[src/design/apc_defs.svh]
/*
 * Constants for the audio processor control block: field positions,
 * reset values and timing counts.
 * Assumes a 250 MHz system clock and an upstream I2C decoder that
 * hands over complete bytes as one-cycle strobes.
 */
`ifndef APC_DEFS_SVH
`define APC_DEFS_SVH
`define APC_CLK_MHZ 250
`define APC_CANCEL_NS 300000
`define APC_CANCEL_CYC ((`APC_CANCEL_NS * `APC_CLK_MHZ) / 1000)
`define APC_SUB_HOLD_BIT 6
`define APC_STAT_BUSY_BIT 3
`define APC_SRC_MAX 4'h8
`define APC_SPK_SRC_MIX3 3'h6
`define APC_SPK_FREE_L 4
`define APC_SPK_FREE_R 5
`define APC_LEVEL_MAX 7'h5e
`define APC_BASS_150 4'hf
`define APC_RAMP_T0 20'h007d0
`define APC_RAMP_T1 20'h01f40
`define APC_RAMP_T2 20'h07d00
`define APC_RAMP_T3 20'h1f400
`endif

[src/design/apc_pkg.sv]
/*
 * Types for the audio processor control block.
 * Assumes apc_defs.svh is included by the users.
 */
package apc_pkg;
   typedef enum logic [1:0] {SM_IDLE, SM_DOWN, SM_MUTED, SM_UP} apc_smstate_t;
   typedef enum logic [3:0] {
      SRC_FULLDIFF, SRC_QUASI, SRC_CD, SRC_MINIDISC, SRC_NAV, SRC_AM, SRC_MPX,
      SRC_AC0, SRC_MONODIFF
   } apc_src_t;
endpackage

[src/design/apc_control.sv]
/*
 * Control logic of the audio processor: offset cancel sequencing, direct
 * and soft mute, status flag, mute monitor and the tone and speaker settings.
 * Assumes an I2C decoder on clk delivering byte strobes; analog stages
 * take the registered settings as they are.
 */
`timescale 1ns/1ps
`include "apc_defs.svh"
module apc_control #(
   parameter int CANCEL_CYC = `APC_CANCEL_CYC
) (
   input wire logic clk, // 250 MHz clock
   input wire logic reset_n, // Async reset, active low
   input wire logic byteStrobe, // One-cycle data byte valid
   input wire logic [3:0] byteIndex, // Data byte number
   input wire logic [7:0] byteData, // Data byte value
   input wire logic [7:0] subAddress, // Subaddress of transfer
   input wire logic [3:0] mainSource, // Main input select
   input wire logic [3:0] subSource, // Sub channel select
   input wire logic fullDiffQuasi, // Quasi-diff mode request
   input wire logic minidiscMonoDiff, // Mono-diff mode request
   input wire logic directMuteMain, // I2C direct mute main
   input wire logic directMuteSub, // I2C direct mute sub
   input wire logic [3:0] softMuteReq, // I2C soft mute per group
   input wire logic [1:0] muteTimeSel, // Soft mute time select
   input wire logic soft_mute_pin_n, // Soft mute pin, low mutes
   input wire logic alt_freq_search_pin_n, // Search pin, low mutes
   input wire logic [3:0] bassSet, // Attenuation code
   input wire logic [7:0] bassCfg, // Centre, Q, DC code byte
   input wire logic [3:0] midSet, // Mid attenuation
   input wire logic [1:0] midFreq, // Mid centre select
   input wire logic midQ, // Mid Q: 0 is 1, 1 is 2
   input wire logic [3:0] trebleSet, // Treble attenuation
   input wire logic [1:0] trebleFreq, // Treble centre select
   input wire logic [5:0][6:0] speakerLevel, // Level codes, 0 is +15dB
   input wire logic [5:0][2:0] speakerSource, // Speaker source codes
   output logic offsetCancelRun, // Cancel cycle active
   output logic toneMute, // Mute ahead of tone stage
   output logic mainMute, // Direct main mute
   output logic subMute, // Direct sub mute
   output logic [3:0] subSel, // Buffered sub source
   output logic [3:0] mainSel, // Main source
   output logic quasiMode, // Full-diff in quasi mode
   output logic monoDiffMode, // Minidisc in mono-diff
   output logic [3:0] softMuteActive, // Per group mute engaged
   output logic [7:0] rampGain, // Square-law gain, ff full
   output logic [7:0] statusByte, // Readable output register
   output logic muteMonitor, // Monitor on mute pin
   output logic [3:0] bassAtten, // Bass attenuation
   output logic [1:0] bassFreq, // Bass centre
   output logic bass150, // 150Hz centre override
   output logic [1:0] bassQ, // Bass quality
   output logic bassDc, // Bass DC mode
   output logic [3:0] midAtten, // Mid attenuation
   output logic [1:0] midCentre, // Mid centre
   output logic midQ2, // Mid Q of 2
   output logic [3:0] trebleAtten, // Treble attenuation
   output logic [1:0] trebleCentre, // Treble centre
   output logic [5:0][6:0] spkLevel, // Clamped speaker levels
   output logic [5:0][2:0] spkSource // Checked speaker sources
);
   logic rstA, rst;
   logic [2:0] pinSync, afsSync;
   logic pinMute, afsMute;
   logic [18:0] cancelCnt, cancelAge;
   logic [19:0] rampCnt, rampLen;
   apc_pkg::apc_smstate_t smState;
   logic [3:0] reqLatch;
   logic [7:0] s;

   // Reset release through two flops
   always_ff @(posedge clk or negedge reset_n) begin
      if (!reset_n) begin
         rstA <= 1'b0;
         rst <= 1'b0;
      end else begin
         rstA <= 1'b1;
         rst <= rstA;
      end
   end

   // Pin sync, change accepted when stages two and three agree
   always_ff @(posedge clk or negedge rst) begin
      if (!rst) begin
         pinSync <= 3'h7;
         afsSync <= 3'h7;
         pinMute <= 1'b0;
         afsMute <= 1'b0;
      end else begin
         pinSync <= {pinSync[1:0], soft_mute_pin_n};
         afsSync <= {afsSync[1:0], alt_freq_search_pin_n};
         if (pinSync[2] == pinSync[1]) pinMute <= ~pinSync[2];
         if (afsSync[2] == afsSync[1]) afsMute <= ~afsSync[2];
      end
   end

   // Offset cancel cycle on byte 0
   always_ff @(posedge clk or negedge rst) begin
      if (!rst) begin
         cancelCnt <= 19'h0;
         offsetCancelRun <= 1'b0;
      end else if (byteStrobe && byteIndex == 4'h0 && !subAddress[`APC_SUB_HOLD_BIT]) begin
         cancelCnt <= 19'(CANCEL_CYC - 1);
         offsetCancelRun <= 1'b1;
      end else if (cancelCnt != 19'h0) begin
         cancelCnt <= cancelCnt - 19'h1;
      end else begin
         offsetCancelRun <= 1'b0;
      end
   end

   always_ff @(posedge clk or negedge rst) begin
      if (!rst) toneMute <= 1'b0;
      else toneMute <= (byteStrobe && byteIndex == 4'h0 && !subAddress[`APC_SUB_HOLD_BIT])
                       || (offsetCancelRun && cancelCnt != 19'h0);
   end

   // Source, mode and direct mute settings
   always_ff @(posedge clk or negedge rst) begin
      if (!rst) begin
         mainMute <= 1'b1;
         subMute <= 1'b1;
         subSel <= 4'h0;
         mainSel <= 4'h0;
         quasiMode <= 1'b0;
         monoDiffMode <= 1'b0;
      end else begin
         mainMute <= directMuteMain;
         subMute <= directMuteSub;
         // AC zero is a valid code
         if (subSource <= `APC_SRC_MAX) subSel <= subSource;
         if (mainSource <= `APC_SRC_MAX) mainSel <= mainSource;
         quasiMode <= fullDiffQuasi;
         monoDiffMode <= minidiscMonoDiff;
      end
   end

   // Ramp length from time select
   always_comb begin
      case (muteTimeSel)
         2'h0: rampLen = `APC_RAMP_T0;
         2'h1: rampLen = `APC_RAMP_T1;
         2'h2: rampLen = `APC_RAMP_T2;
         default: rampLen = `APC_RAMP_T3;
      endcase
   end

   // Soft mute sequencer
   always_ff @(posedge clk or negedge rst) begin
      if (!rst) begin
         smState <= apc_pkg::SM_IDLE;
         rampCnt <= 20'h0;
         reqLatch <= 4'h0;
      end else begin
         case (smState)
            apc_pkg::SM_IDLE: begin
               if (pinMute || afsMute || softMuteReq != 4'h0) begin
                  reqLatch <= (pinMute || afsMute) ? 4'hf : softMuteReq;
                  rampCnt <= rampLen;
                  smState <= apc_pkg::SM_DOWN;
               end
            end
            apc_pkg::SM_DOWN: begin
               if (rampCnt != 20'h0) rampCnt <= rampCnt - 20'h1;
               else smState <= apc_pkg::SM_MUTED;
            end
            apc_pkg::SM_MUTED: begin
               if (!(pinMute || afsMute) && softMuteReq == 4'h0) begin
                  rampCnt <= rampLen;
                  smState <= apc_pkg::SM_UP;
               end else if (!(pinMute || afsMute)) begin
                  reqLatch <= reqLatch | softMuteReq;
               end
            end
            apc_pkg::SM_UP: begin
               if (rampCnt != 20'h0) rampCnt <= rampCnt - 20'h1;
               else smState <= apc_pkg::SM_IDLE;
            end
            default: smState <= apc_pkg::SM_IDLE;
         endcase
      end
   end

   always_comb begin
      // Wide product, the longest ramp times 255 overflows 20 bits
      s = (rampLen == 20'h0) ? 8'h0 : 8'((28'(rampCnt) * 28'hff) / 28'(rampLen));
   end
   always_ff @(posedge clk or negedge rst) begin
      if (!rst) rampGain <= 8'hff;
      else begin
         case (smState)
            apc_pkg::SM_DOWN: rampGain <= 8'((16'(s) * 16'(s)) >> 8);
            apc_pkg::SM_UP: rampGain <= 8'hff - 8'((16'(s) * 16'(s)) >> 8);
            apc_pkg::SM_MUTED: rampGain <= 8'h0;
            default: rampGain <= 8'hff;
         endcase
      end
   end

   // Status flag, monitor and engaged groups
   always_ff @(posedge clk or negedge rst) begin
      if (!rst) begin
         statusByte <= 8'h0;
         muteMonitor <= 1'b0;
         softMuteActive <= 4'h0;
      end else begin
         // busy from start to demute end
         statusByte <= 8'(smState != apc_pkg::SM_IDLE) << `APC_STAT_BUSY_BIT;
         muteMonitor <= smState != apc_pkg::SM_IDLE;
         softMuteActive <= (smState == apc_pkg::SM_IDLE) ? 4'h0 : reqLatch;
      end
   end

   // Tone settings
   always_ff @(posedge clk or negedge rst) begin
      if (!rst) begin
         bassAtten <= 4'h0;
         bassFreq <= 2'h0;
         bass150 <= 1'b0;
         bassQ <= 2'h0;
         bassDc <= 1'b0;
         midAtten <= 4'h0;
         midCentre <= 2'h0;
         midQ2 <= 1'b0;
         trebleAtten <= 4'h0;
         trebleCentre <= 2'h0;
      end else begin
         bassAtten <= bassSet;
         bassFreq <= bassCfg[1:0];
         bassQ <= bassCfg[3:2];
         // DC mode flag to analog stage
         bassDc <= bassCfg[4];
         bass150 <= bassCfg[5:2] == `APC_BASS_150;
         midAtten <= midSet;
         midCentre <= midFreq;
         midQ2 <= midQ;
         trebleAtten <= trebleSet;
         trebleCentre <= trebleFreq;
      end
   end

   // Per speaker level and source
   for (genvar i = 0; i < 6; i++) begin : g_spk
      always_ff @(posedge clk or negedge rst) begin
         if (!rst) begin
            spkLevel[i] <= `APC_LEVEL_MAX;
            spkSource[i] <= 3'h0;
         end else begin
            spkLevel[i] <= (speakerLevel[i] > `APC_LEVEL_MAX) ? `APC_LEVEL_MAX
                                                                 : speakerLevel[i];
            // DC taps are speakers 4 and 5
            if (speakerSource[i] != `APC_SPK_SRC_MIX3 || i == `APC_SPK_FREE_L
                || i == `APC_SPK_FREE_R)
               spkSource[i] <= speakerSource[i];
         end
      end
   end

   // Cycles of the current cancel run, restarted by every new start
   always_ff @(posedge clk or negedge rst) begin
      if (!rst) cancelAge <= 19'h0;
      else if (byteStrobe && byteIndex == 4'h0 && !subAddress[`APC_SUB_HOLD_BIT])
         cancelAge <= 19'h0;
      else if (offsetCancelRun) cancelAge <= cancelAge + 19'h1;
   end
endmodule

[config.mk]
export PLATFORM = sky130hd
export DESIGN_NAME = apc_control
export DESIGN_NICKNAME = d
export VERILOG_FILES = /design/src/design/apc_pkg.sv /design/src/design/apc_control.sv
export VERILOG_INCLUDE_DIRS = /design/src /design/src/design
export SDC_FILE = /design/constraint.sdc
export NUM_CORES = 1
export LEC_CHECK = 0
export ABC_CLOCK_PERIOD_IN_PS = 11480
export BUFFER_PORTS_ARGS = -buffer_cell sky130_fd_sc_hd__buf_2
export CORE_MARGIN = 3
export CORE_UTILIZATION = 30
export DETAILED_ROUTE_END_ITERATION = 6
export PLACE_DENSITY_LB_ADDON = 0.2
export SLEW_MARGIN = 20
export SYNTH_ARGS = -nofsm -noshare
export SYNTH_HDL_FRONTEND = slang
export SYNTH_SLANG_ARGS = --single-unit
[constraint.sdc]
create_clock -name clk -period 11.48 [get_ports clk]
set_input_delay 1.148 -clock clk [delete_from_list [all_inputs] [get_ports clk]]
set_output_delay 1.148 -clock clk [all_outputs]
set_load 0.02 [all_outputs]
==> tab_implementation.tex, run 1 <==
\begin{tabular}{lr}
\hline
Metric & Value \\
\hline
\multicolumn{2}{l}{\textbf{Worst setup path}} \\
Req. time, crit path & approximately 12 ns \\
Crit-path slowest cell & sky130\_fd\_sc\_hd\_\_fa\_1 \\
Max incr delay on CP & just over 0.6 ns \\
Worst R2R End & rampGain[2]\$\_DFF\_PN1\_ \\
Setup slack on the worst flop-to-flop path & -30.01 ns \\
Most used cell along the critical path & sky130\_fd\_sc\_hd\_\_buf\_4 \\
Crit Path Class & flip-flop to flip-flop \\
FF-to-FF Start & rampCnt[16]\$\_DFFE\_PN0P\_ \\
Launching element type of the critical path & flip-flop \\
Beginning of the critical path & rampCnt[16]\$\_DFFE\_PN0P\_ \\
Data arrival time of the critical path & between 40 and 50 ns \\
Nature of the critical path endpoint & flip-flop \\
Depth of the worst register-to-register path & $\sim$230 \\
Critical path peak fanout & 8 \\
\multicolumn{2}{l}{\textbf{Synthesis}} \\
Proportion of register bits with asynchronous set or reset after synthesis & 1.00 \\
Leading cell types by total area after synthesis & sky130\_fd\_sc\_hd\_\_ha\_1 (14\%), sky130\_fd\_sc\_hd\_\_dfrtp\_1 (12\%), sky130\_fd\_sc\_hd\_\_fa\_1 (8.9\%) \\
EDFF count, synth & 0 \\
Total of warnings raised by yosys & 0 \\
Sequential area share after synthesis & 0.163 \\
Area share of the largest cell type after synthesis & 0.137 \\
Mean post-synth cell area & 8.11 um2 \\
Distinct cells, synth & 131 \\
Synthesized netlist cell count & around 3200 \\
Primary flip-flop cell chosen by synthesis mapping & sky130\_fd\_sc\_hd\_\_dfrtp\_1 \\
Synth area leader & sky130\_fd\_sc\_hd\_\_ha\_1 \\
Netlist area before placement & $\sim$26000 um2 \\
Seq cells post-synth & 165 \\
\multicolumn{2}{l}{\textbf{Run}} \\
Maximum capacitance violations & 0 \\
\multicolumn{2}{l}{\textbf{Cells and area}} \\
Fillers & 8141 \\
Total non-filler cell area in the finished layout & approximately 41000 um2 \\
Share of post-route cells with drive strength above 1 & 0.462 \\
Area added between synthesis and finish & 60.2\% \\
N\_diodes & 0 \\
Final-stage net count & 5188 \\
\multicolumn{2}{l}{\textbf{Clock tree}} \\
Clock tree from TritonCTS & built \\
CTS clk-pin slew, worst paths & $\sim$0.070 ns \\
CTS Buffer Depth & 2 \\
TritonCTS buffer count & 17 \\
Sinks on Clock Net & between 150 and 200 \\
Worst-Skew Late Latency & around 0.44 ns \\
Clock root buffer & sky130\_fd\_sc\_hd\_\_clkbuf\_16 \\
H-tree lvl count & 4 \\
CTS Hold Buffers Added & 0 \\
\multicolumn{2}{l}{\textbf{Timing}} \\
Final count of pins violating max slew & 0 \\
Endpoints failing setup & 8 \\
Share of the cycle needed by the critical path after routing & 3.61 \\
FMAX & roughly 24 MHz \\
Count of final hold-check violations & 0 \\
PnR worst setup slack & -30.01 ns \\
Unrepaired setup endpoints after global routing & true \\
Worst Clk Skew & about 0.017 ns \\
Total negative slack & -238.85 ns \\
Max transition margin & 0.362 \\
Worst Max-Slew Pin Slew & $\sim$0.95 ns \\
Min cycle time layout & 41.49 ns \\
\multicolumn{2}{l}{\textbf{Die}} \\
Initial Util & 0.305 \\
Die height & about 300 um \\
Die Width & $\sim$300 um \\
Die area & about 89000 um2 \\
\# IOs & 246 \\
Number of placement rows & 106 \\
Total core area & $\sim$84000 um2 \\
\multicolumn{2}{l}{\textbf{Route}} \\
Total wire length after detailed routing & 91400 um \\
Drt wl/cell & approximately 16 um \\
Post-route antenna net violation count & 0 \\
Mean number of vias per cell & just under 5 \\
TritonRoute pass-1 iters & 5 \\
Drc violations & 0 \\
Total vias in the final route & 28535 \\
Violation count after the first detailed-routing iteration & about 1300 \\
\multicolumn{2}{l}{\textbf{Global routing}} \\
All-layer global routing usage & 0.198 \\
Via count of the first global-routing pass & 28472 \\
Number of antenna violations at the first check in global routing & 0 \\
First-pass GRT wire length & roughly 150000 um \\
Maximum number of pins on one net before global-route repair & 73 \\
Overflow left after global routing & 0 \\
\multicolumn{2}{l}{\textbf{Run status}} \\
Run status & complete, but fails checks \\
Violations in the final reports & negative setup slack \\
\multicolumn{2}{l}{\textbf{Placed design}} \\
Detail Placement HPWL & $\sim$74000 um \\
Placer's final routability congestion estimate & about 0.88 \\
Buffers added on ports & 221 \\
Post-DP Area & between 30000 and 40000 um2 \\
\multicolumn{2}{l}{\textbf{Hold path}} \\
Path type of the worst min-delay path & flip-flop to async pin \\
\hline
\end{tabular}
[registers in the layout, summed over array words and instances (netlist names), 4 cells and up]
register        count
softMuteActive      4
spkLevel           42
spkSource          18
subSel              4
reqLatch            4
mainSel             4
midAtten            4
trebleAtten         4
rampGain            8
cancelCnt          19
bassAtten           4
rampCnt            20
[synthesized netlist by cell type (15+ instances only)]
cell type,instances
sky130_fd_sc_hd__xor2_1,71
sky130_fd_sc_hd__a21oi_1,221
sky130_fd_sc_hd__mux2i_1,51
sky130_fd_sc_hd__fa_1,114
sky130_fd_sc_hd__mux2_2,28
sky130_fd_sc_hd__o211ai_1,24
sky130_fd_sc_hd__a31oi_1,35
sky130_fd_sc_hd__a211oi_1,25
sky130_fd_sc_hd__o31ai_1,29
sky130_fd_sc_hd__nand3_1,67
sky130_fd_sc_hd__a21o_1,78
sky130_fd_sc_hd__nand2_1,294
sky130_fd_sc_hd__or2_2,19
sky130_fd_sc_hd__a21boi_0,15
sky130_fd_sc_hd__or3_1,34
sky130_fd_sc_hd__clkbuf_1,42
sky130_fd_sc_hd__and3_1,41
sky130_fd_sc_hd__ha_1,283
sky130_fd_sc_hd__nor4_1,28
sky130_fd_sc_hd__and4_1,15
sky130_fd_sc_hd__buf_2,21
sky130_fd_sc_hd__and2_1,42
sky130_fd_sc_hd__nand2b_1,55
sky130_fd_sc_hd__o21ai_0,158
sky130_fd_sc_hd__nand4_1,30
sky130_fd_sc_hd__dfstp_2,46
sky130_fd_sc_hd__nor2_1,254
sky130_fd_sc_hd__nor3_1,88
sky130_fd_sc_hd__o21a_1,36
sky130_fd_sc_hd__xnor2_1,118
sky130_fd_sc_hd__inv_1,286
sky130_fd_sc_hd__o31a_1,19
sky130_fd_sc_hd__dfrtp_1,119
sky130_fd_sc_hd__nor2b_1,51
[critical path, delay by kind of cell, from the launching register on]
family / cells / cell delay, ns
compound gates: 71 / 12.02
xor+xnor: 8 / 1.41
fa+ha+maj: 27 / 8.66
buf+inv: 45 / 5.02
flops: 1 / 0.46
mux: 8 / 1.92
simple gates: 70 / 11.84
[per-layer routing]
layer | vias to the layer above | global-route usage | share of wire
met5 | - | 0 | 0
met4 | 0 | 0.0281 | 0.012
met3 | 72 | 0.0201 | 0.040
met2 | 562 | 0.336 | 0.47
met1 | 13508 | 0.278 | 0.48
li1 | 14393 | - | -
[how the worst max path moves through the flow]
| stage | end | cells past startpoint |
|---|---|---|
| finish | rampGain[2]$_DFF_PN1_ | 229 |
| global route | rampGain[2]$_DFF_PN1_ | 229 |
| CTS | rampGain[7]$_DFF_PN1_ | 221 |
| detailed placement | rampGain[7]$_DFF_PN1_ | 218 |
| global placement | rampGain[2]$_DFF_PN1_ | 209 |
| floorplan | rampGain[2]$_DFF_PN1_ | 244 |
[repair_timing]
action	in CTS	in global routing
gates resized for setup	262	146
pin swaps	148	125
setup buffers	150	39
endpoints found under the hold margin	0	0
endpoints found under the setup margin	8	8
cloned	5	1
[final cells by class]
type	instances	area, um2	area share
well taps	1134	1420	0.0344
repair buffers	1542	11200	0.271
multi-input cells	2647	22700	0.551
flip-flops and latches	165	4200	0.102
clock buffers	19	443	0.0107
inverters	290	1110	0.0269
clock inverters	13	160	0.00388
[cells by family (layout without fill, tap and decap cells)]
logic type / Yosys count / count (layout) / synth area share
buffers and inverters: 373 / 1864 / 0.0581
adders and majority gates: 399 / 399 / 0.227
DFF: 165 / 165 / 0.163
other: 2 / 8 / 0.000292
and+or+nand+nor: 1096 / 1097 / 0.215
muxes: 89 / 89 / 0.0379
xor gates and xnor gates: 191 / 191 / 0.0655
AOI/OAI and AO/OA: 862 / 863 / 0.233
[stage by stage]
stage                util  hold WS, ns  cells  setup WS (ns)
floorplan               -        0.331   3183         -30.87
global placement    0.442        0.226   5590         -30.78
detailed placement  0.442        0.230   5590         -31.46
CTS                 0.477        0.236   5774         -29.23
global route        0.489        0.254   5810         -31.89
finish              0.489        0.215   5810         -30.01
[layout by cell type (no fill, tap or decap), drive strengths merged, types with 42 or more instances in the layout]
master / count
buf: 1541
inv: 296
nand2: 295
ha: 283
nor2: 255
a21oi: 227
o21ai: 173
dfrtp: 119
xnor2: 118
fa: 114
nor3: 95
a21o: 78
xor2: 73
nand3: 68
nand2b: 55
mux2i: 55
nor2b: 51
dfstp: 46
and2: 43
and3: 42
Power of run 1 is not shown: default switching activity piles up to over one toggle a cycle in this logic, so the estimate is an artifact.
==> inputs of run 2 (changes only) <==
--- a/config.mk
+++ b/config.mk
@@ -14,2 +14,3 @@
 export PLACE_DENSITY_LB_ADDON = 0.2
+export SKIP_CTS_REPAIR_TIMING = 1
 export SLEW_MARGIN = 20
==> constraint.sdc (replaced) <==
create_clock -name clk -period 11.48 [get_ports clk]
set_input_delay 2.296 -clock clk [delete_from_list [all_inputs] [get_ports clk]]
set_output_delay 2.296 -clock clk [all_outputs]
set_load 0.02 [all_outputs]
==> tab_implementation.tex, run 2 (same netlist as run 1, synthesis figures left out) <==
\begin{tabular}{lr}
\hline
Metric & Value \\
\hline
\multicolumn{2}{l}{\textbf{Cells and area}} \\
Area added between synthesis and finish & 57.0\% \\
Max FFs per register & 42 \\
Fillers & around 8300 \\
Final-stage net count & between 5000 and 6000 \\
Registers with the most flip-flops & spkLevel (42), rampCnt (20), cancelCnt (19) \\
Leading cell type in the layout, fill and taps excluded & sky130\_fd\_sc\_hd\_\_buf\_4 \\
Highest-count cells in the layout ignoring fill and taps & sky130\_fd\_sc\_hd\_\_buf\_4 (1202), sky130\_fd\_sc\_hd\_\_nand2\_1 (266), sky130\_fd\_sc\_hd\_\_inv\_1 (260) \\
Area occupied by multi-input gates & 22600 um2 \\
Largest reg by FF count & spkLevel \\
Share of post-route cells with drive strength above 1 & 0.448 \\
Area taken by flip-flops and latches & between 4000 and 5000 um2 \\
N\_diodes & 0 \\
Final instance count without filler cells & around 5700 \\
\multicolumn{2}{l}{\textbf{Worst setup path}} \\
Nature of the critical path endpoint & flip-flop \\
Crit-path slowest cell & sky130\_fd\_sc\_hd\_\_fa\_2 \\
Critical path peak fanout & 8 \\
Most used cell along the critical path & sky130\_fd\_sc\_hd\_\_a21oi\_2 \\
Crit Path Class & flip-flop to flip-flop \\
Launching element type of the critical path & flip-flop \\
Req. time, crit path & around 12 ns \\
Max incr delay on CP & roughly 0.57 ns \\
Data arrival time of the critical path & 41.26 ns \\
\multicolumn{2}{l}{\textbf{Route}} \\
Drt wl/cell & around 15 um \\
Drc violations & 0 \\
Mean number of vias per cell & 4.90 \\
Total wire length after detailed routing & between 80000 and 90000 um \\
Post-route antenna net violation count & 0 \\
TritonRoute pass-1 iters & 5 \\
Total vias in the final route & roughly 28000 \\
Violation count after the first detailed-routing iteration & 1257 \\
\multicolumn{2}{l}{\textbf{Clock tree}} \\
Worst-Skew Late Latency & 0.43 ns \\
CTS clk-pin slew, worst paths & 0.06 ns \\
Clock tree from TritonCTS & built \\
TritonCTS buffer count & 17 \\
CTS Buffer Depth & 2 \\
Sinks on Clock Net & about 170 \\
H-tree lvl count & 4 \\
Clock root buffer & sky130\_fd\_sc\_hd\_\_clkbuf\_16 \\
\multicolumn{2}{l}{\textbf{Die}} \\
\# IOs & 246 \\
Die Width & approximately 300 um \\
Die height & $\sim$300 um \\
Die area & around 89000 um2 \\
Total core area & around 84000 um2 \\
Initial Util & 0.305 \\
Number of placement rows & 106 \\
\multicolumn{2}{l}{\textbf{Timing}} \\
Count of final hold-check violations & 0 \\
Unrepaired setup endpoints after global routing & true \\
Final count of pins violating max slew & 0 \\
PnR worst setup slack & -29.44 ns \\
Max transition margin & 0.348 \\
Share of the cycle needed by the critical path after routing & 3.56 \\
Worst Max-Slew Pin Slew & between 0.9 and 1 ns \\
FMAX & between 20 and 25 MHz \\
Min cycle time layout & slightly above 40 ns \\
Worst Clk Skew & 0.0130 ns \\
Endpoints failing setup & 8 \\
\multicolumn{2}{l}{\textbf{Run status}} \\
Violations in the final reports & negative setup slack \\
Run status & complete, but fails checks \\
\multicolumn{2}{l}{\textbf{Run}} \\
Maximum capacitance violations & 0 \\
\multicolumn{2}{l}{\textbf{Global routing}} \\
Overflow left after global routing & 0 \\
Gr busiest metal & met2 \\
Maximum number of pins on one net before global-route repair & 67 \\
Global routing met2 resource utilization & 0.321 \\
Number of antenna violations at the first check in global routing & 1 \\
Met3 Resource Use GR & 0.0203 \\
First-pass GRT wire length & between 100000 and 150000 um \\
Met1 usage in global routing & 0.260 \\
Via count of the first global-routing pass & around 28000 \\
All-layer global routing usage & 0.188 \\
\multicolumn{2}{l}{\textbf{Placed design}} \\
Buffers added on ports & 221 \\
Cell Count Post-Placement & roughly 5600 \\
Detail Placement HPWL & approximately 73000 um \\
Placer's final routability congestion estimate & around 0.9 \\
\multicolumn{2}{l}{\textbf{Hold path}} \\
Path type of the worst min-delay path & flip-flop to flip-flop \\
\hline
\end{tabular}
-- run 2: cell count changes in the layout (fill, tap and decap cells not counted), moves of 7 or more --
cell / delta
sky130_fd_sc_hd__nand2_2: -7
sky130_fd_sc_hd__buf_6: -8
sky130_fd_sc_hd__buf_4: -85
sky130_fd_sc_hd__a21oi_4: -7
sky130_fd_sc_hd__a21oi_2: +9
sky130_fd_sc_hd__nand2_1: +9
-- run 2: stage by stage --
stage                     TNS, ns  utilization  area [um2]  setup slack (ns)  hold WS, ns
after floorplan           -245.22            -       27000            -30.79        0.331
after global placement    -241.71        0.443       37400            -30.39        0.333
after detailed placement  -245.91        0.443       37400            -30.86        0.347
after CTS                 -247.28        0.450       38000            -31.04        0.357
after global routing      -252.75        0.479       40400            -31.79        0.359
final                     -234.54        0.479       40400            -29.44        0.356
-- run 2: final cells by class --
| class | count | share of cell area |
|---|---|---|
| sequential | 165 | 0.104 |
| timing repair buffer | 1449 | 0.260 |
| multi-input combinational | 2646 | 0.558 |
| clock inverter | 9 | 0.00294 |
| clock buffer | 23 | 0.0121 |
| inverter | 290 | 0.0276 |
| tap | 1134 | 0.0351 |
-- run 2: critical path: cells and delay by family, from the launching register on --
family                   cells  cell delay [ns]
flip-flops                   1             0.42
AND/OR/NAND/NOR             87            13.69
XOR/XNOR                     9             1.71
AO/OA/AOI/OAI               72            11.77
buffers and inverters       24             2.64
multiplexers                 6             1.42
adder cells (fa/ha/maj)     28             9.15
-- run 2: metal layers --
layer / share of wire / vias up / wire [um]
met5: 0 / - / 0
met4: 0.010 / 0 / 899
met3: 0.037 / 58 / 3300
met2: 0.47 / 502 / 41600
met1: 0.48 / 13276 / 42300
li1: - / 14183 / -
-- run 2: path summary, 6_finish.rpt --
path                                    startpoint  depth (start not counted)                 endpoint  slack, ns
setup / recovery           rampCnt[10]$_DFFE_PN0P_                        226    rampGain[7]$_DFF_PN1_     -29.44
min in group asynchronous            rst$_DFF_PN0_                          0  rampCnt[18]$_DFFE_PN0P_       0.38
setup reg to reg           rampCnt[10]$_DFFE_PN0P_                        226    rampGain[7]$_DFF_PN1_     -29.44
hold reg to reg                     rstA$_DFF_PN0_                          0            rst$_DFF_PN0_       0.36
hold / removal                      rstA$_DFF_PN0_                          0            rst$_DFF_PN0_       0.36
max in group asynchronous                  reset_n                          1            rst$_DFF_PN0_       9.72
Power of run 2 is left out for the same reason.
==> inputs of run 3 (changes only) <==
CORE_UTILIZATION = 65   (was 30)
==> tab_implementation.tex, run 3 <==
\begin{tabular}{lr}
\hline
Metric & Value \\
\hline
\multicolumn{2}{l}{\textbf{Die}} \\
Die height & about 210 um \\
Initial Util & 0.662 \\
Die Width & around 200 um \\
\# IOs & between 200 and 250 \\
Number of placement rows & 72 \\
\multicolumn{2}{l}{\textbf{Clock tree}} \\
Clock root buffer & sky130\_fd\_sc\_hd\_\_clkbuf\_16 \\
Sinks on Clock Net & 165 \\
CTS Buffer Depth & 2 \\
H-tree lvl count & 4 \\
TritonCTS buffer count & 17 \\
\multicolumn{2}{l}{\textbf{Synthesis}} \\
Synth area leader & sky130\_fd\_sc\_hd\_\_ha\_1 \\
Seq cells post-synth & around 170 \\
Netlist area before placement & between 20000 and 30000 um2 \\
Mean post-synth cell area & 8.11 um2 \\
Primary flip-flop cell chosen by synthesis mapping & sky130\_fd\_sc\_hd\_\_dfrtp\_1 \\
Proportion of register bits with asynchronous set or reset after synthesis & 1.00 \\
Most numerous cell in the Yosys netlist & sky130\_fd\_sc\_hd\_\_nand2\_1 \\
Leading cell types by total area after synthesis & sky130\_fd\_sc\_hd\_\_ha\_1 (14\%), sky130\_fd\_sc\_hd\_\_dfrtp\_1 (12\%), sky130\_fd\_sc\_hd\_\_fa\_1 (8.9\%) \\
Sequential area share after synthesis & 0.163 \\
Distinct cells, synth & between 100 and 150 \\
Synthesized netlist cell count & 3177 \\
EDFF count, synth & 0 \\
Area share of the largest cell type after synthesis & 0.137 \\
Leading cell types by count after synthesis & sky130\_fd\_sc\_hd\_\_nand2\_1 (294), sky130\_fd\_sc\_hd\_\_inv\_1 (286), sky130\_fd\_sc\_hd\_\_ha\_1 (283), sky130\_fd\_sc\_hd\_\_nor2\_1 (254), sky130\_fd\_sc\_hd\_\_a21oi\_1 (221) \\
Total of warnings raised by yosys & 0 \\
\multicolumn{2}{l}{\textbf{Global routing}} \\
Via count of the first global-routing pass & 47107 \\
Maximum number of pins on one net before global-route repair & 65 \\
Overflow left after global routing & between 1000 and 1500 \\
First-pass GRT wire length & about 310000 um \\
All-layer global routing usage & 0.929 \\
\multicolumn{2}{l}{\textbf{Run status}} \\
Run-stopping error & [ERROR GRT-0116] Global routing finished with congestion. Check the congestion regions in the DRC Viewer. \\
Last stage & 5\_1\_grt \\
Run status & did not finish \\
\multicolumn{2}{l}{\textbf{Placed design}} \\
Placer's final routability congestion estimate & approximately 1.0 \\
Detail Placement HPWL & 97200 um \\
Buffers added on ports & about 220 \\
\hline
\end{tabular}
==> run 3: cell counts after synthesis <==
No cell type changed its count.
==> run 3: through the flow <==
stage                     instances  worst slack [ns]   util  instance area, um2
after floorplan                3183            -30.79      -               27000
after global placement         4895            -29.12  0.925               36000
after detailed placement       4895            -33.11  0.925               36000
after CTS                      4927            -36.82  0.942               36600
==> run 3: metal layers <==
layer,global-route usage,overflow
met5,0.635,9
met4,0.999,330
met1,0.879,39
met2,1.05,632
met3,0.841,51
==> run 3: kinds of logic after synthesis <==
group	share of synthesized area
simple gates	0.215
compound gates	0.233
fa+ha+maj	0.227
buf+inv	0.0581
xor+xnor	0.0655
flops	0.163
mux	0.0379
other cells	0.000292
==> inputs of run 4 (changes only) <==
CORE_UTILIZATION = 40   (was 65)
PLACE_DENSITY_LB_ADDON = 0.15   (was 0.2)
==> tab_implementation.tex, run 4 (same netlist as run 1, synthesis figures left out) <==
\begin{tabular}{lr}
\hline
Metric & Value \\
\hline
\multicolumn{2}{l}{\textbf{Placed design}} \\
Placer's final routability congestion estimate & roughly 0.93 \\
Cell Count Post-Placement & approximately 5300 \\
Detail Placement HPWL & between 70000 and 80000 um \\
Buffers added on ports & between 200 and 250 \\
\multicolumn{2}{l}{\textbf{Timing}} \\
Worst Max-Slew Pin Slew & between 0.9 and 1 ns \\
Share of the cycle needed by the critical path after routing & 3.60 \\
PnR worst setup slack & -29.82 ns \\
Final count of pins violating max slew & 0 \\
Unrepaired setup endpoints after global routing & true \\
Endpoints failing setup & 8 \\
FMAX & between 20 and 25 MHz \\
Hold WS & around 0.32 ns \\
Min cycle time layout & $\sim$41 ns \\
Max transition margin & 0.352 \\
Total negative slack & -237.50 ns \\
Count of final hold-check violations & 0 \\
Worst Clk Skew & 0.0103 ns \\
\multicolumn{2}{l}{\textbf{Cells and area}} \\
Highest-count cells in the layout ignoring fill and taps & sky130\_fd\_sc\_hd\_\_buf\_4 (1194), sky130\_fd\_sc\_hd\_\_nand2\_1 (263), sky130\_fd\_sc\_hd\_\_inv\_1 (255) \\
Leading cell type in the layout, fill and taps excluded & sky130\_fd\_sc\_hd\_\_buf\_4 \\
N\_diodes & 0 \\
Max FFs per register & 42 \\
Largest reg by FF count & spkLevel \\
Final-stage net count & around 5000 \\
Registers with the most flip-flops & spkLevel (42), rampCnt (20), cancelCnt (19) \\
Area added between synthesis and finish & 55.9\% \\
Area occupied by multi-input gates & about 23000 um2 \\
Layout Utilization & 0.633 \\
Share of post-route cells with drive strength above 1 & 0.452 \\
Final instance count without filler cells & around 5400 \\
Fillers & around 5300 \\
Area taken by flip-flops and latches & between 4000 and 5000 um2 \\
\multicolumn{2}{l}{\textbf{Worst setup path}} \\
Req. time, crit path & 11.84 ns \\
Crit-path slowest cell & sky130\_fd\_sc\_hd\_\_fa\_2 \\
Data arrival time of the critical path & approximately 42 ns \\
Nature of the critical path endpoint & flip-flop \\
Beginning of the critical path & rampCnt[2]\$\_DFFE\_PN0P\_ \\
Crit Path Class & flip-flop to flip-flop \\
Launching element type of the critical path & flip-flop \\
Critical path peak fanout & 8 \\
FF-to-FF Start & rampCnt[2]\$\_DFFE\_PN0P\_ \\
Max incr delay on CP & 0.59 ns \\
\multicolumn{2}{l}{\textbf{Global routing}} \\
Via count of the first global-routing pass & between 20000 and 30000 \\
All-layer global routing usage & 0.258 \\
First-pass GRT wire length & approximately 140000 um \\
Maximum number of pins on one net before global-route repair & about 70 \\
Number of antenna violations at the first check in global routing & 0 \\
Overflow left after global routing & 0 \\
\multicolumn{2}{l}{\textbf{Clock tree}} \\
Clock root buffer & sky130\_fd\_sc\_hd\_\_clkbuf\_16 \\
Clock tree from TritonCTS & built \\
H-tree lvl count & 4 \\
CTS Buffer Depth & 2 \\
CTS clk-pin slew, worst paths & about 0.07 ns \\
Sinks on Clock Net & roughly 170 \\
TritonCTS buffer count & 17 \\
Worst-Skew Late Latency & about 0.44 ns \\
\multicolumn{2}{l}{\textbf{Route}} \\
TritonRoute pass-1 iters & 5 \\
Post-route antenna net violation count & 0 \\
Total vias in the final route & between 20000 and 30000 \\
Violation count after the first detailed-routing iteration & approximately 1600 \\
Drc violations & 0 \\
Mean number of vias per cell & 5.35 \\
Total wire length after detailed routing & between 90000 and 100000 um \\
Drt wl/cell & around 17 um \\
\multicolumn{2}{l}{\textbf{Run status}} \\
Run status & complete, but fails checks \\
Violations in the final reports & negative setup slack \\
\multicolumn{2}{l}{\textbf{Run}} \\
Maximum capacitance violations & 0 \\
\multicolumn{2}{l}{\textbf{Die}} \\
Number of placement rows & between 90 and 100 \\
Initial Util & 0.406 \\
Total core area & 63400 um2 \\
\# IOs & 246 \\
Die Width & 260 um \\
Die area & just under 70000 um2 \\
Die height & 260 um \\
\multicolumn{2}{l}{\textbf{Hold path}} \\
Path type of the worst min-delay path & flip-flop to async pin \\
\hline
\end{tabular}
-- run 4: through the flow --
stage	instance area, um2	worst slack (ns)
after CTS	37500	-31.58
after global placement	36900	-30.39
after floorplan	27000	-30.79
after global routing	40100	-31.68
after detailed placement	36900	-31.34
final	40100	-29.82
-- run 4: worst max-delay path, delay by kind of cell (launching register included) --
family / cells / cell delay (ns)
AOI/OAI and AO/OA: 82 / 13.64
xor gates and xnor gates: 8 / 1.50
adders and majority gates: 28 / 9.46
buffers and inverters: 20 / 2.09
DFF: 1 / 0.44
muxes: 6 / 1.25
and+or+nand+nor: 86 / 12.78
-- run 4: area by class of cell --
class / instances / share of cell area
inverter: 290 / 0.0277
clock buffer: 17 / 0.0106
multi-input combinational: 2645 / 0.564
tap: 846 / 0.0264
clock inverter: 15 / 0.00467
timing repair buffer: 1448 / 0.262
sequential: 165 / 0.105
-- run 4: final timing paths --
path                                       endpoint  cells past startpoint  slack [ns]
hold / removal             spkSource[2]$_DFFE_PN0P_                      0        0.32
hold reg to reg            spkSource[2]$_DFFE_PN0P_                      0        0.32
min in group clk               afsSync[1]$_DFF_PN1_                      0        0.36
setup reg to reg              rampGain[6]$_DFF_PN1_                    230      -29.82
max in group asynchronous   rampCnt[13]$_DFFE_PN0P_                      2        9.17
setup / recovery              rampGain[6]$_DFF_PN1_                    230      -29.82
-- run 4: metal layers --
| layer | vias up | wire length, um | GRT usage |
|---|---|---|---|
| li1 | 14181 | - | - |
| met1 | 13998 | 40500 | 0.338 |
| met2 | 697 | 45500 | 0.454 |
| met3 | 151 | 3820 | 0.0252 |
| met4 | 0 | 2400 | 0.0663 |
| met5 | - | 0 | 0 |
Power of run 4 is left out for the same reason.
